`config.mk`:
```
export PLATFORM = sky130hd
export DESIGN_NAME = htcr_regs
export DESIGN_NICKNAME = d
export VERILOG_FILES = /design/src/verilog/htcr_debug_trap.v /design/src/verilog/htcr_counter_gate.v /design/src/verilog/htcr_regs.v
export VERILOG_INCLUDE_DIRS = /design/src /design/src/verilog
export SDC_FILE = /design/constraint.sdc
export NUM_CORES = 1
export LEC_CHECK = 0
export BUFFER_PORTS_ARGS = -buffer_cell sky130_fd_sc_hd__buf_2
export CAP_MARGIN = 10
export CORE_MARGIN = 2
export CORE_UTILIZATION = 42
export CTS_CLUSTER_SIZE = 10
export DETAILED_ROUTE_END_ITERATION = 6
export HOLD_SLACK_MARGIN = 0.03
export PLACE_DENSITY = 0.8
export SLEW_MARGIN = 20
export SYNTH_ARGS = -nofsm -noshare
export SYNTH_HDL_FRONTEND = slang
export SYNTH_SLANG_ARGS = --single-unit
export TNS_END_PERCENT = 30
```
`constraint.sdc`:
```
create_clock -name i_clock -period 2.3 [get_ports i_clock]
set_input_delay 0.46 -clock i_clock [delete_from_list [all_inputs] [get_ports i_clock]]
set_output_delay 0.46 -clock i_clock [all_outputs]
set_load 0.05 [all_outputs]
```
`src/verilog/htcr_defs.vh`:
```
`ifndef HTCR_DEFS_VH
`define HTCR_DEFS_VH

// Privilege levels on i_priv_level
`define HTCR_PL_USER       2'h0
`define HTCR_PL_KERNEL     2'h1
`define HTCR_PL_HYP        2'h2

// System register access encoding
`define HTCR_COPROC_SYS    4'hf
`define HTCR_COPROC_DBG    4'he
`define HTCR_OPC1_HYP      3'h4
`define HTCR_CRN_CFG       4'h1
`define HTCR_CRM_CFG       4'h1
`define HTCR_OPC2_MAIN     3'h0
`define HTCR_OPC2_DBGCTL   3'h1
`define HTCR_OPC2_EXTRA    3'h4

// Main configuration register fields
`define HTCR_MAIN_STAGE2   0
`define HTCR_MAIN_SETWAY   1
`define HTCR_MAIN_FIQMO    3
`define HTCR_MAIN_DEFCACHE 12
`define HTCR_MAIN_TRAPGEN  27
`define HTCR_MAIN_RESET    32'h00000000

// Extra configuration register fields
`define HTCR_EXTRA_MIXCOH  6
`define HTCR_EXTRA_RESET   32'h00000000

// Debug trap control register fields
`define HTCR_DBG_CNT_LSB   0
`define HTCR_DBG_CNT_MSB   4
`define HTCR_DBG_TDEBEXC   8
`define HTCR_DBG_TDBGACC   9
`define HTCR_DBG_TOSREGS   10
`define HTCR_DBG_TROMADR   11
`define HTCR_DBG_HCNTDIS   17
`define HTCR_DBG_EXTCDIS   21
`define HTCR_DBG_RESET     32'h00000000

// Trap classes of a guest debug register access
`define HTCR_DCLS_OTHER    2'h0
`define HTCR_DCLS_ROM      2'h1
`define HTCR_DCLS_OSPWR    2'h2

// Syndrome class codes
`define HTCR_SYN_NONE      2'h0
`define HTCR_SYN_CFGREG    2'h1
`define HTCR_SYN_DEBUG     2'h2
`define HTCR_SYN_DENIED    2'h3

`endif

```
`src/verilog/htcr_debug_trap.v`:
```
`timescale 1ns/1ns
`include "htcr_defs.vh"

module htcr_debug_trap (
  input  wire       i_guest_access,
  input  wire [1:0] i_priv_level,
  input  wire [1:0] i_dbg_class,
  input  wire       i_comms_trapped,
  input  wire       i_eff_rom,
  input  wire       i_eff_os,
  input  wire       i_eff_acc,
  input  wire       i_eff_exc,
  output wire       o_trap
);

  wire is_user;
  wire is_kernel;
  wire rom_hit;
  wire os_hit;
  wire acc_hit;

  assign is_user   = (i_priv_level == `HTCR_PL_USER);
  assign is_kernel = (i_priv_level == `HTCR_PL_KERNEL);

  // The comms-channel trap has priority, so the ROM, access and exception traps stand aside; the OS trap does not
  assign rom_hit = i_eff_rom && (i_dbg_class == `HTCR_DCLS_ROM) && !i_comms_trapped;
  assign os_hit  = i_eff_os && (i_dbg_class == `HTCR_DCLS_OSPWR) && is_kernel;
  assign acc_hit = (i_eff_acc || i_eff_exc) && (i_dbg_class == `HTCR_DCLS_OTHER)
                   && !i_comms_trapped;

  assign o_trap = i_guest_access && (is_user || is_kernel)
                  && (rom_hit || os_hit || acc_hit || (i_eff_exc && !i_comms_trapped));
endmodule

```
`src/verilog/htcr_counter_gate.v`:
```
`timescale 1ns/1ns
`include "htcr_defs.vh"

module htcr_counter_gate #(
  parameter NUM_COUNTERS = 31
) (
  input  wire [4:0]              i_el1_counter_count,
  input  wire                    i_hyp_counting_disable,
  input  wire                    i_ext_counter_disable,
  input  wire                    i_in_hyp,
  input  wire                    i_cycle_counter_disable_prohibited,
  input  wire                    i_hyp_noninv_debug_override,
  output wire [NUM_COUNTERS-1:0] o_count_enable,
  output wire                    o_cycle_count_enable,
  output wire [NUM_COUNTERS-1:0] o_ext_access_enable
);

  genvar g;
  generate
    for (g = 0; g < NUM_COUNTERS; g = g + 1) begin : gen_cnt
      wire guest_owned;
      assign guest_owned = (g < i_el1_counter_count);
      assign o_count_enable[g] = !(guest_owned && i_in_hyp && i_hyp_counting_disable);
      assign o_ext_access_enable[g] = guest_owned || !i_ext_counter_disable
                                      || i_hyp_noninv_debug_override;
    end
  endgenerate

  assign o_cycle_count_enable = !(i_in_hyp && i_hyp_counting_disable
                                  && i_cycle_counter_disable_prohibited);
endmodule

```
`src/verilog/htcr_regs.v`:
```
`timescale 1ns/1ns
`include "htcr_defs.vh"

module htcr_regs #(
  parameter         SETWAY_FIXED_ONE = 0,
  parameter         MIXCOH_RAZ       = 0,
  parameter         NUM_COUNTERS     = 31,
  parameter [4:0]   COUNT_RESET      = 5'h1f
) (
  input  wire                    i_clock,
  input  wire                    i_srst,
  input  wire                    i_warm_srst,
  input  wire                    i_sys_valid,
  input  wire                    i_sys_write,
  input  wire [3:0]              i_coproc,
  input  wire [2:0]              i_opc1,
  input  wire [3:0]              i_crn,
  input  wire [3:0]              i_crm,
  input  wire [2:0]              i_opc2,
  input  wire [31:0]             i_sys_wdata,
  input  wire [1:0]              i_priv_level,
  input  wire                    i_sysreg_trap_bit,
  input  wire [1:0]              i_dbg_class,
  input  wire                    i_comms_trapped,
  input  wire                    i_dcache_inval,
  input  wire                    i_dcache_setway,
  input  wire                    i_debug_exception,
  input  wire                    i_cycle_counter_disable_prohibited,
  input  wire                    i_hyp_noninv_debug_override,
  output reg  [31:0]             o_sys_rdata,
  output reg                     o_sys_done,
  output reg                     o_trap,
  output reg                     o_undef,
  output reg  [1:0]              o_syndrome_class,
  output reg  [19:0]             o_syndrome_info,
  output wire                    o_eff_fiq_mask_override,
  output wire                    o_eff_stage2_enable,
  output wire                    o_convert_to_clean_inval,
  output wire                    o_mixcoh_noncoherent,
  output wire                    o_route_debug_to_hyp,
  output wire [NUM_COUNTERS-1:0] o_count_enable,
  output wire                    o_cycle_count_enable,
  output wire [NUM_COUNTERS-1:0] o_ext_access_enable
);

  reg         fiq_mask_override;
  reg         setway_inval_override;
  reg         stage2_protect_enable;
  reg         default_cacheability;
  reg         trap_general_exceptions;
  reg         mismatched_cacheability_noncoherence;
  reg         ext_debug_hyp_counter_disable;
  reg         hyp_counting_disable;
  reg         trap_debug_rom_addr;
  reg         trap_debug_os_regs;
  reg         trap_debug_access;
  reg         trap_debug_exceptions;
  reg  [4:0]  el1_counter_count;

  wire        is_hyp;
  wire        is_kernel;
  wire        cfg_space;
  wire        sel_main;
  wire        sel_extra;
  wire        sel_dbg;
  wire        sel_any;
  wire        dbg_space;
  wire        cfg_trap;
  wire        cfg_denied;
  wire        dbg_trap;
  wire        setway_eff;
  wire        eff_rom;
  wire        eff_os;
  wire        eff_exc;
  wire        guest_level;
  wire        wr_ok;
  wire        wr_main;
  wire        wr_extra;
  wire        wr_dbg;
  wire        trap_any;
  reg  [31:0] main_rd;
  reg  [31:0] extra_rd;
  reg  [31:0] dbg_rd;
  reg  [31:0] next_rdata;

  function [19:0] htcr_pack;
    input [3:0] cp;
    input [2:0] o1;
    input [3:0] cn;
    input [3:0] cm;
    input [2:0] o2;
    input       wr;
    htcr_pack = {1'b0, wr, cp, o1, cn, cm, o2};
  endfunction

  // Register select: the shared encoding space plus one wanted opc2 value
  function htcr_hit;
    input       space;
    input [2:0] o2;
    input [2:0] want;
    htcr_hit = space && (o2 == want);
  endfunction

  assign is_hyp    = (i_priv_level == `HTCR_PL_HYP);
  assign is_kernel = (i_priv_level == `HTCR_PL_KERNEL);
  // The unused level code is handled like a guest, except that its debug register accesses never trap
  assign guest_level = !is_hyp;
  assign cfg_space = (i_coproc == `HTCR_COPROC_SYS) && (i_opc1 == `HTCR_OPC1_HYP)
                     && (i_crn == `HTCR_CRN_CFG) && (i_crm == `HTCR_CRM_CFG);
  assign sel_main  = htcr_hit(cfg_space, i_opc2, `HTCR_OPC2_MAIN);
  assign sel_extra = htcr_hit(cfg_space, i_opc2, `HTCR_OPC2_EXTRA);
  assign sel_dbg   = htcr_hit(cfg_space, i_opc2, `HTCR_OPC2_DBGCTL);
  assign sel_any   = sel_main || sel_extra || sel_dbg;
  assign dbg_space = (i_coproc == `HTCR_COPROC_DBG);

  // Kernel access with the group trap set goes to the hypervisor, not undefined
  assign cfg_trap   = sel_any && is_kernel && i_sysreg_trap_bit;
  assign cfg_denied = sel_any && !is_hyp && !cfg_trap;

  // Refused writes are cut here, so no field process needs the level check
  assign wr_ok    = i_sys_valid && i_sys_write && is_hyp;
  assign wr_main  = wr_ok && sel_main;
  assign wr_extra = wr_ok && sel_extra && (MIXCOH_RAZ == 0);
  assign wr_dbg   = wr_ok && sel_dbg;
  assign trap_any = cfg_trap || dbg_trap;

  assign setway_eff = (SETWAY_FIXED_ONE != 0) ? 1'b1 : setway_inval_override;

  // Effective values; direct reads return the stored bits, except the set/way bit, which reads setway_eff
  assign o_eff_fiq_mask_override = fiq_mask_override || trap_general_exceptions;
  assign o_eff_stage2_enable = stage2_protect_enable
                               || (default_cacheability && guest_level);
  assign eff_exc = trap_debug_exceptions || trap_general_exceptions;
  assign eff_rom = trap_debug_rom_addr || eff_exc;
  assign eff_os  = trap_debug_os_regs || eff_exc;
  assign o_route_debug_to_hyp = eff_exc && i_debug_exception && guest_level;
  assign o_mixcoh_noncoherent = mismatched_cacheability_noncoherence;

  assign o_convert_to_clean_inval = i_dcache_inval && is_kernel
    && ((i_dcache_setway && setway_eff) || o_eff_stage2_enable);

  htcr_debug_trap u_dbg_trap (
    .i_guest_access  (i_sys_valid && dbg_space),
    .i_priv_level    (i_priv_level),
    .i_dbg_class     (i_dbg_class),
    .i_comms_trapped (i_comms_trapped),
    .i_eff_rom       (eff_rom),
    .i_eff_os        (eff_os),
    .i_eff_acc       (trap_debug_access),
    .i_eff_exc       (eff_exc),
    .o_trap          (dbg_trap)
  );

  htcr_counter_gate #(
    .NUM_COUNTERS (NUM_COUNTERS)
  ) u_cnt_gate (
    .i_el1_counter_count                (el1_counter_count),
    .i_hyp_counting_disable             (hyp_counting_disable),
    .i_ext_counter_disable              (ext_debug_hyp_counter_disable),
    .i_in_hyp                           (is_hyp),
    .i_cycle_counter_disable_prohibited (i_cycle_counter_disable_prohibited),
    .i_hyp_noninv_debug_override        (i_hyp_noninv_debug_override),
    .o_count_enable                     (o_count_enable),
    .o_cycle_count_enable               (o_cycle_count_enable),
    .o_ext_access_enable                (o_ext_access_enable)
  );

  always @* begin
    main_rd                      = 32'h0;
    main_rd[`HTCR_MAIN_STAGE2]   = stage2_protect_enable;
    main_rd[`HTCR_MAIN_SETWAY]   = setway_eff;
    main_rd[`HTCR_MAIN_FIQMO]    = fiq_mask_override;
    main_rd[`HTCR_MAIN_DEFCACHE] = default_cacheability;
    main_rd[`HTCR_MAIN_TRAPGEN]  = trap_general_exceptions;
  end

  // Only the one bit is live; everything else reads zero
  always @* begin
    extra_rd                     = 32'h0;
    extra_rd[`HTCR_EXTRA_MIXCOH] = mismatched_cacheability_noncoherence;
  end

  always @* begin
    dbg_rd                                      = 32'h0;
    dbg_rd[`HTCR_DBG_CNT_MSB:`HTCR_DBG_CNT_LSB] = el1_counter_count;
    dbg_rd[`HTCR_DBG_TDEBEXC]                   = trap_debug_exceptions;
    dbg_rd[`HTCR_DBG_TDBGACC]                   = trap_debug_access;
    dbg_rd[`HTCR_DBG_TOSREGS]                   = trap_debug_os_regs;
    dbg_rd[`HTCR_DBG_TROMADR]                   = trap_debug_rom_addr;
    dbg_rd[`HTCR_DBG_HCNTDIS]                   = hyp_counting_disable;
    dbg_rd[`HTCR_DBG_EXTCDIS]                   = ext_debug_hyp_counter_disable;
  end

  always @* begin
    next_rdata = 32'h0;
    if (sel_main) begin
      next_rdata = main_rd;
    end else if (sel_extra) begin
      next_rdata = extra_rd;
    end else if (sel_dbg) begin
      next_rdata = dbg_rd;
    end
  end

  // Configuration registers: cold reset only
  always @(posedge i_clock) begin
    if (i_srst) begin
      fiq_mask_override       <= 1'b0;
      setway_inval_override   <= 1'b0;
      stage2_protect_enable   <= 1'b0;
      default_cacheability    <= 1'b0;
      trap_general_exceptions <= 1'b0;
    end else if (wr_main) begin
      fiq_mask_override       <= i_sys_wdata[`HTCR_MAIN_FIQMO];
      setway_inval_override   <= i_sys_wdata[`HTCR_MAIN_SETWAY];
      stage2_protect_enable   <= i_sys_wdata[`HTCR_MAIN_STAGE2];
      default_cacheability    <= i_sys_wdata[`HTCR_MAIN_DEFCACHE];
      trap_general_exceptions <= i_sys_wdata[`HTCR_MAIN_TRAPGEN];
    end
  end

  // Built read-as-zero, the bit is never written and stays at its reset zero
  always @(posedge i_clock) begin
    if (i_srst) begin
      mismatched_cacheability_noncoherence <= 1'b0;
    end else if (wr_extra) begin
      mismatched_cacheability_noncoherence <= i_sys_wdata[`HTCR_EXTRA_MIXCOH];
    end
  end

  // Debug control lives in the warm domain, so either reset clears the trap bits and reloads the count with COUNT_RESET
  always @(posedge i_clock) begin
    if (i_srst || i_warm_srst) begin
      ext_debug_hyp_counter_disable <= 1'b0;
      hyp_counting_disable          <= 1'b0;
      trap_debug_rom_addr           <= 1'b0;
      trap_debug_os_regs            <= 1'b0;
      trap_debug_access             <= 1'b0;
      trap_debug_exceptions         <= 1'b0;
      el1_counter_count             <= COUNT_RESET;
    end else if (wr_dbg) begin
      ext_debug_hyp_counter_disable <= i_sys_wdata[`HTCR_DBG_EXTCDIS];
      hyp_counting_disable          <= i_sys_wdata[`HTCR_DBG_HCNTDIS];
      trap_debug_rom_addr           <= i_sys_wdata[`HTCR_DBG_TROMADR];
      trap_debug_os_regs            <= i_sys_wdata[`HTCR_DBG_TOSREGS];
      trap_debug_access             <= i_sys_wdata[`HTCR_DBG_TDBGACC];
      trap_debug_exceptions         <= i_sys_wdata[`HTCR_DBG_TDEBEXC];
      // A count above the implemented total leaves every counter with the guest
      el1_counter_count <= i_sys_wdata[`HTCR_DBG_CNT_MSB:`HTCR_DBG_CNT_LSB];
    end
  end

  // Answer one cycle after the request; trapped accesses change no register field, only the syndrome
  always @(posedge i_clock) begin
    if (i_srst) begin
      o_sys_rdata <= 32'h0;
      o_sys_done  <= 1'b0;
      o_trap      <= 1'b0;
      o_undef     <= 1'b0;
    end else begin
      o_sys_done <= i_sys_valid;
      o_trap     <= i_sys_valid && trap_any;
      o_undef    <= i_sys_valid && cfg_denied;
      if (i_sys_valid) begin
        o_sys_rdata <= (!i_sys_write && is_hyp) ? next_rdata : 32'h0;
      end
    end
  end

  // Syndrome stands until the next trapped access overwrites it; a refused access rewrites only the class
  always @(posedge i_clock) begin
    if (i_srst) begin
      o_syndrome_class <= `HTCR_SYN_NONE;
      o_syndrome_info  <= 20'h0;
    end else if (i_sys_valid && trap_any) begin
      o_syndrome_class <= cfg_trap ? `HTCR_SYN_CFGREG : `HTCR_SYN_DEBUG;
      o_syndrome_info  <= htcr_pack(i_coproc, i_opc1, i_crn, i_crm, i_opc2,
                                    i_sys_write);
    end else if (i_sys_valid && cfg_denied) begin
      o_syndrome_class <= `HTCR_SYN_DENIED;
    end
  end
endmodule

```
Yosys cells after proc, flatten, opt, wreduce, memory -nomap -nowiden
Index checks and enable logic that the tools add are counted.
{"block": "word_totals", "reg_bits": 73, "in_bits": 66, "output_inout_bits": 125}
{"block": "op_classes", "n_lt_le_gt_ge": 31, "eq_ne": 11, "n_mux": 7, "reduce_logical": 216}
{"operator": "$logic_and 1x1->1", "n": 98}
{"operator": "$logic_or 1x1->1", "n": 77}
{"operator": "$lt 5x5->1 const A", "n": 15}
{"operator": "$mux 32", "n": 2}
{"operator": "$mux 22", "n": 2}
{"operator": "$lt 4x5->1 const A", "n": 8}
{"operator": "$logic_not 1->1", "n": 37}
{"operator": "$lt 3x5->1 const A", "n": 4}
{"operator": "$lt 1x5->1 const A", "n": 2}
{"operator": "$lt 2x5->1 const A", "n": 2}
{"operator": "$eq 4x1->1 const B", "n": 2}
{"operator": "$eq 4x4->1 const B", "n": 2}
{"operator": "$eq 3x3->1 const B", "n": 2}
{"operator": "$mux 2", "n": 3}
{"operator": "$eq 2x1->1 const B", "n": 2}
{"operator": "$eq 2x2->1 const B", "n": 2}
{"operator": "$logic_not 2->1", "n": 2}
{"operator": "$eq 3x1->1 const B", "n": 1}
{"operator": "$logic_not 3->1", "n": 1}
{"operator": "$reduce_bool 2->1", "n": 1}

Depth between registers and ports, before layout
{"block": "depth", "depth_word": 14, "depth_mapped": 7}

By module
A second synthesis with hierarchy kept.
{"block": "hier_totals", "hier_cells": 418, "area_unflattened_um2": 3337.0}
{"module": "htcr_regs", "n_inst": 1, "cells_each": 302, "area_each_um2": 2627.5, "seq_area_each_um2": 1101.1}
{"module": "htcr_counter_gate", "n_inst": 1, "cells_each": 111, "area_each_um2": 661.9, "seq_area_each_um2": 0.0}
{"module": "htcr_debug_trap", "n_inst": 1, "cells_each": 5, "area_each_um2": 47.5, "seq_area_each_um2": 0.0}

Worst setup path after synthesis
Ideal clock, no wire load.
{"block": "synth_timing", "kind": "input to output", "from": "in i_priv_level[1]", "to": "out o_convert_to_clean_inval", "arrival_time_ns": 2.284, "slack_ns": -0.444, "path_stages": 5, "n_path_buf": 1, "cell_sequence": "nor2b_1 > clkbuf_1 > o21bai_1 > a21oi_1 > nor2_1"}
{"block": "synth_between", "elab_chain_cells": 6, "word_cells_on_any_way": 8}
{"element": "start, declared", "line_no": "htcr_regs.v:21", "source": "input wire [1:0] i_priv_level,"}
{"element": "$eq 2x2->1 (no source line)"}
{"element": "$logic_not 1->1", "line_no": "htcr_regs.v:107", "source": "assign guest_level = !is_hyp;"}
{"element": "$logic_and 1x1->1", "line_no": "htcr_regs.v:132", "source": "|| (default_cacheability && guest_level);"}
{"element": "$logic_or 1x1->1", "line_no": "htcr_regs.v:132"}
{"element": "named net o_eff_stage2_enable", "line_no": "htcr_regs.v:37", "source": "output wire o_eff_stage2_enable,"}
{"element": "$logic_or 1x1->1", "line_no": "htcr_regs.v:140", "source": "&& ((i_dcache_setway && setway_eff) || o_eff_stage2_enable);"}
{"element": "$logic_and 1x1->1", "line_no": "htcr_regs.v:140"}
{"element": "end, declared", "line_no": "htcr_regs.v:38", "source": "output wire o_convert_to_clean_inval,"}
The timed path passes the listed nets, and every way through them passes these cells.

Worst setup path after layout
{"block": "layout_timing", "from": "reg el1_counter_count[2]", "to": "out o_ext_access_enable[6]"}
{"block": "layout_between", "elab_chain_cells": 3}
{"element": "start, declared", "line_no": "htcr_regs.v:58", "source": "reg [4:0] el1_counter_count;"}
{"element": "start signal, assigned", "line_no": "htcr_regs.v:249", "source": "el1_counter_count <= i_sys_wdata[`HTCR_DBG_CNT_MSB:`HTCR_DBG_CNT_LSB];"}
{"element": "$lt 3x5->1", "line_no": "htcr_counter_gate.v:22", "source": "assign guest_owned = (g < i_el1_counter_count);"}
{"element": "$logic_or 1x1->1", "line_no": "htcr_counter_gate.v:24", "source": "assign o_ext_access_enable[g] = guest_owned || !i_ext_counter_disable"}
{"element": "$logic_or 1x1->1", "line_no": "htcr_counter_gate.v:25", "source": "|| i_hyp_noninv_debug_override;"}
{"element": "end, declared", "line_no": "htcr_regs.v:43", "source": "output wire [NUM_COUNTERS-1:0] o_ext_access_enable"}
Every way passes these cells.

==> impl_metrics.csv <==
group,metric,value,unit
floorplan,rows,30,
pwr,power_leakage,1.64,nW
yosys,synth-seq-area-share,37.6,%
routing,routed.top_layer,"met4",
placed_design,port_buffers,153,
grt,grt_pass1_vias,2838,
routing,vias_per_cell,5.24,
routing,vias,3145,
routing,ant_nets,0,
critical_path,crit_buf_inv,1,
sta,rsz0062_at_grt,"false",
cells_and_area,nNetsFinal,585,
pwr,peakVddDrop,0.374,mV
grt,antenna_found_initial,0,
pwr,switchingPower,0.459,mW
critical_path,timing.critical_path.slowest_stage_cell,"dfxtp_1",
sta,timing.final.ws_setup,0.0766,ns
routing,routed-wl-met3,719,um
grt,grt_overflow_total,0,
yosys,synth_flop_cell,"dfxtp_1",
yosys,ys_warn_count,0,
critical_path,cp_data_required_time,1.84,ns
pwr,power.share.clock,32.4,%
placed_design,pre_cts_ws,-0.0513,ns
placed_design,place_congestion,0.770,
clocking,cts_resized,0,
critical_path,startpoint_type,"flip-flop",
grt,grt_start_max_net_pins,21,
placed_design,placed_cells,592,
placed_design,dpl.hpwl,6930,um
critical_path,critPathArrivalTime,1.76,ns
yosys,postSynthCellCount,377,
floorplan,die_w,87.5,um
clocking,post-cts-setup-buffer-count,0,
critical_path,cp_max_fo,9,
worst_hold_path,hold_path_class,"primary input to flip-flop",
yosys,synth-seq-cells,55,
clocking,clk_pin_slew_worst_paths,0.10,ns
grt,grt_first_pass_wirelength,13700,um
pwr,seq_power_share,57.0,%
yosys,synth_area_leaders,"dfxtp_1, mux2i_1, nand2_1, o21ai_0, buf_4",
cells_and_area,drive_gt1_share,36.9,%
run_status,status,"finished, final reports clean",
critical_path,critPathCaptureType,"output port",
yosys,yosysMostFrequentCell,"dfxtp_1",
cells_and_area,area_growth,30.4,%
critical_path,critical_path_class,"flip-flop to output port",
pwr,swShare,27.5,%
clocking,cts_tree,"built",
yosys,yosys.area.top_type,"dfxtp_1",
critical_path,critPathMaxStageDelay,0.41,ns
routing,dr_wl_met2,4420,um
routing,drt-total-wl,8930,um
sta,finalSetupTns,0,ns
cells_and_area,antennaDiodeCount,0,
cells_and_area,utilization,56.4,%
clocking,insertion_delay,0.32,ns
sta,setup_viol,0,
sta,hold_viol_final,0,
routing,first_iter_violations,144,
yosys,synth_cell_type_count,49,
clocking,cts_hold_buf,0,
sta,finalCritPeriodShare,96.7,%
routing,drc_errors,0,
yosys,netlist_top_cells_count,"dfxtp_1, nand2_1, o21ai_0",
clocking,clockBufferDepth,2,
yosys,async_flop_share,0,%
floorplan,io_pins,191,
grt,grtUsageTotal,22.7,%
routing,drt-met1-wl,3620,um
cells_and_area,final_cells,600,
sta,skew,0.00993,ns
yosys,synth_enable_flop_cells,0,
yosys,avgSynthCellArea,7.76,sq um
critical_path,cp_cell_sequence,"and3_1, or2_2, or3_1, buf_2",
sta,worst_slew_pin_slew,0.957,ns
yosys,synth_area,0.00293,sq mm
pwr,power_density,438,mW/mm^2
run,drv_cap,0,
sta,timing.final.crit_period,2.22,ns
yosys,yosysTopAreaCellShare,37.6,%
routing,first_pass_iters,5,
floorplan,die_area,0.00765,sq mm
pwr,p_int,1.21,mW
sta,relSlewSlack,35.9,%
floorplan,initial_utilization,43.3,%
critical_path,cp_top_family,"simple AND/OR/NAND/NOR gates",
floorplan,coreArea,0.00676,sq mm
floorplan,die_y,87.5,um
sta,max_freq,450,MHz
clocking,htree_levels,2,
pwr,p_comb_share,10.7,%
clocking,cts_buffers,5,
routing,wl_per_cell,14.9,um
clocking,root_buffer,"clkbuf_8",
clocking,cts_sinks,55,
sta,drv_slew,0,
==> worst reg2reg max path: cells and delay by family, from the launching register on <==
kind | cells | cell delay (ns)
flip-flops | 1 | 0.35
AND/OR/NAND/NOR | 1 | 0.15
AO/OA/AOI/OAI | 3 | 1.13
==> metal layers <==
layer	GRT usage [%]	up-vias
li1	-	1551
met1	26.7	1438
met2	40.6	143
met3	5.12	13
met4	7.27	0
met5	0	-
==> final timing paths <==
check | cells after the start | to | startpoint | slack [ns]
hold / removal | 3 | el1_counter_count[2] | i_sys_wdata[2] | 0.36
setup / recovery | 4 | o_ext_access_enable[6] | el1_counter_count[2] | 0.08
setup reg to reg | 4 | o_syndrome_info[5] | trap_debug_exceptions | 0.59
hold reg to reg | 2 | o_sys_rdata[0] | o_sys_rdata[0] | 0.47
==> final cells by class <==
| type | instances | area, sq um |
|---|---|---|
| Clock inverter | 3 | 20.0 |
| Multi-Input combinational cell | 281 | 1600 |
| Tap cell | 80 | 100 |
| Sequential cell | 55 | 1100 |
| Inverter | 8 | 33.8 |
| Timing Repair Buffer | 168 | 891 |
| Fill cell | 648 | 2940 |
| Clock buffer | 5 | 68.8 |
==> cells in the final DEF, fill, tap and decap left out, drive strengths merged, types with 9 or more instances in the layout <==
cell and count:
buf 168, dfxtp 55, o21ai 48, nand2 45, nor2 31, nand3 23
a21oi 21, mux2i 19, conb 19, a22o 9
==> cells by family after synthesis <==
kind of cell	synth area share, %
flops	37.6
other cells	0.128
mux	6.50
buf+inv	10.7
simple gates	26.6
compound gates	18.4
==> registers in the layout, summed over array words and instances (netlist names), 2 cells and up <==
| register | flops |
|---|---|
| o_syndrome_class | 2 |
| o_syndrome_info | 19 |
| o_sys_rdata | 14 |
| el1_counter_count | 5 |
==> metrics by stage <==
stage / total power, mW / cell area, sq um / hold WS [ns]
2_1_floorplan: 1.11 / 3000 / 0.460
5_1_grt: 1.73 / 3810 / 0.361
3_5_place_dp: 1.15 / 3720 / 0.446
6_report: 1.67 / 3810 / 0.363
4_1_cts: 1.67 / 3810 / 0.356
3_3_place_gp: 1.15 / 3720 / 0.432
==> power groups by stage <==
stage / registers, mW / clock network (mW) / logic, mW
2_1_floorplan: 0.978 / 0 / 0.131
3_3_place_gp: 0.975 / 0 / 0.174
3_5_place_dp: 0.975 / 0 / 0.177
4_1_cts: 0.953 / 0.545 / 0.177
5_1_grt: 0.953 / 0.587 / 0.190
6_report: 0.953 / 0.541 / 0.178
No activity file was read; power rests on OpenSTA's default activity.
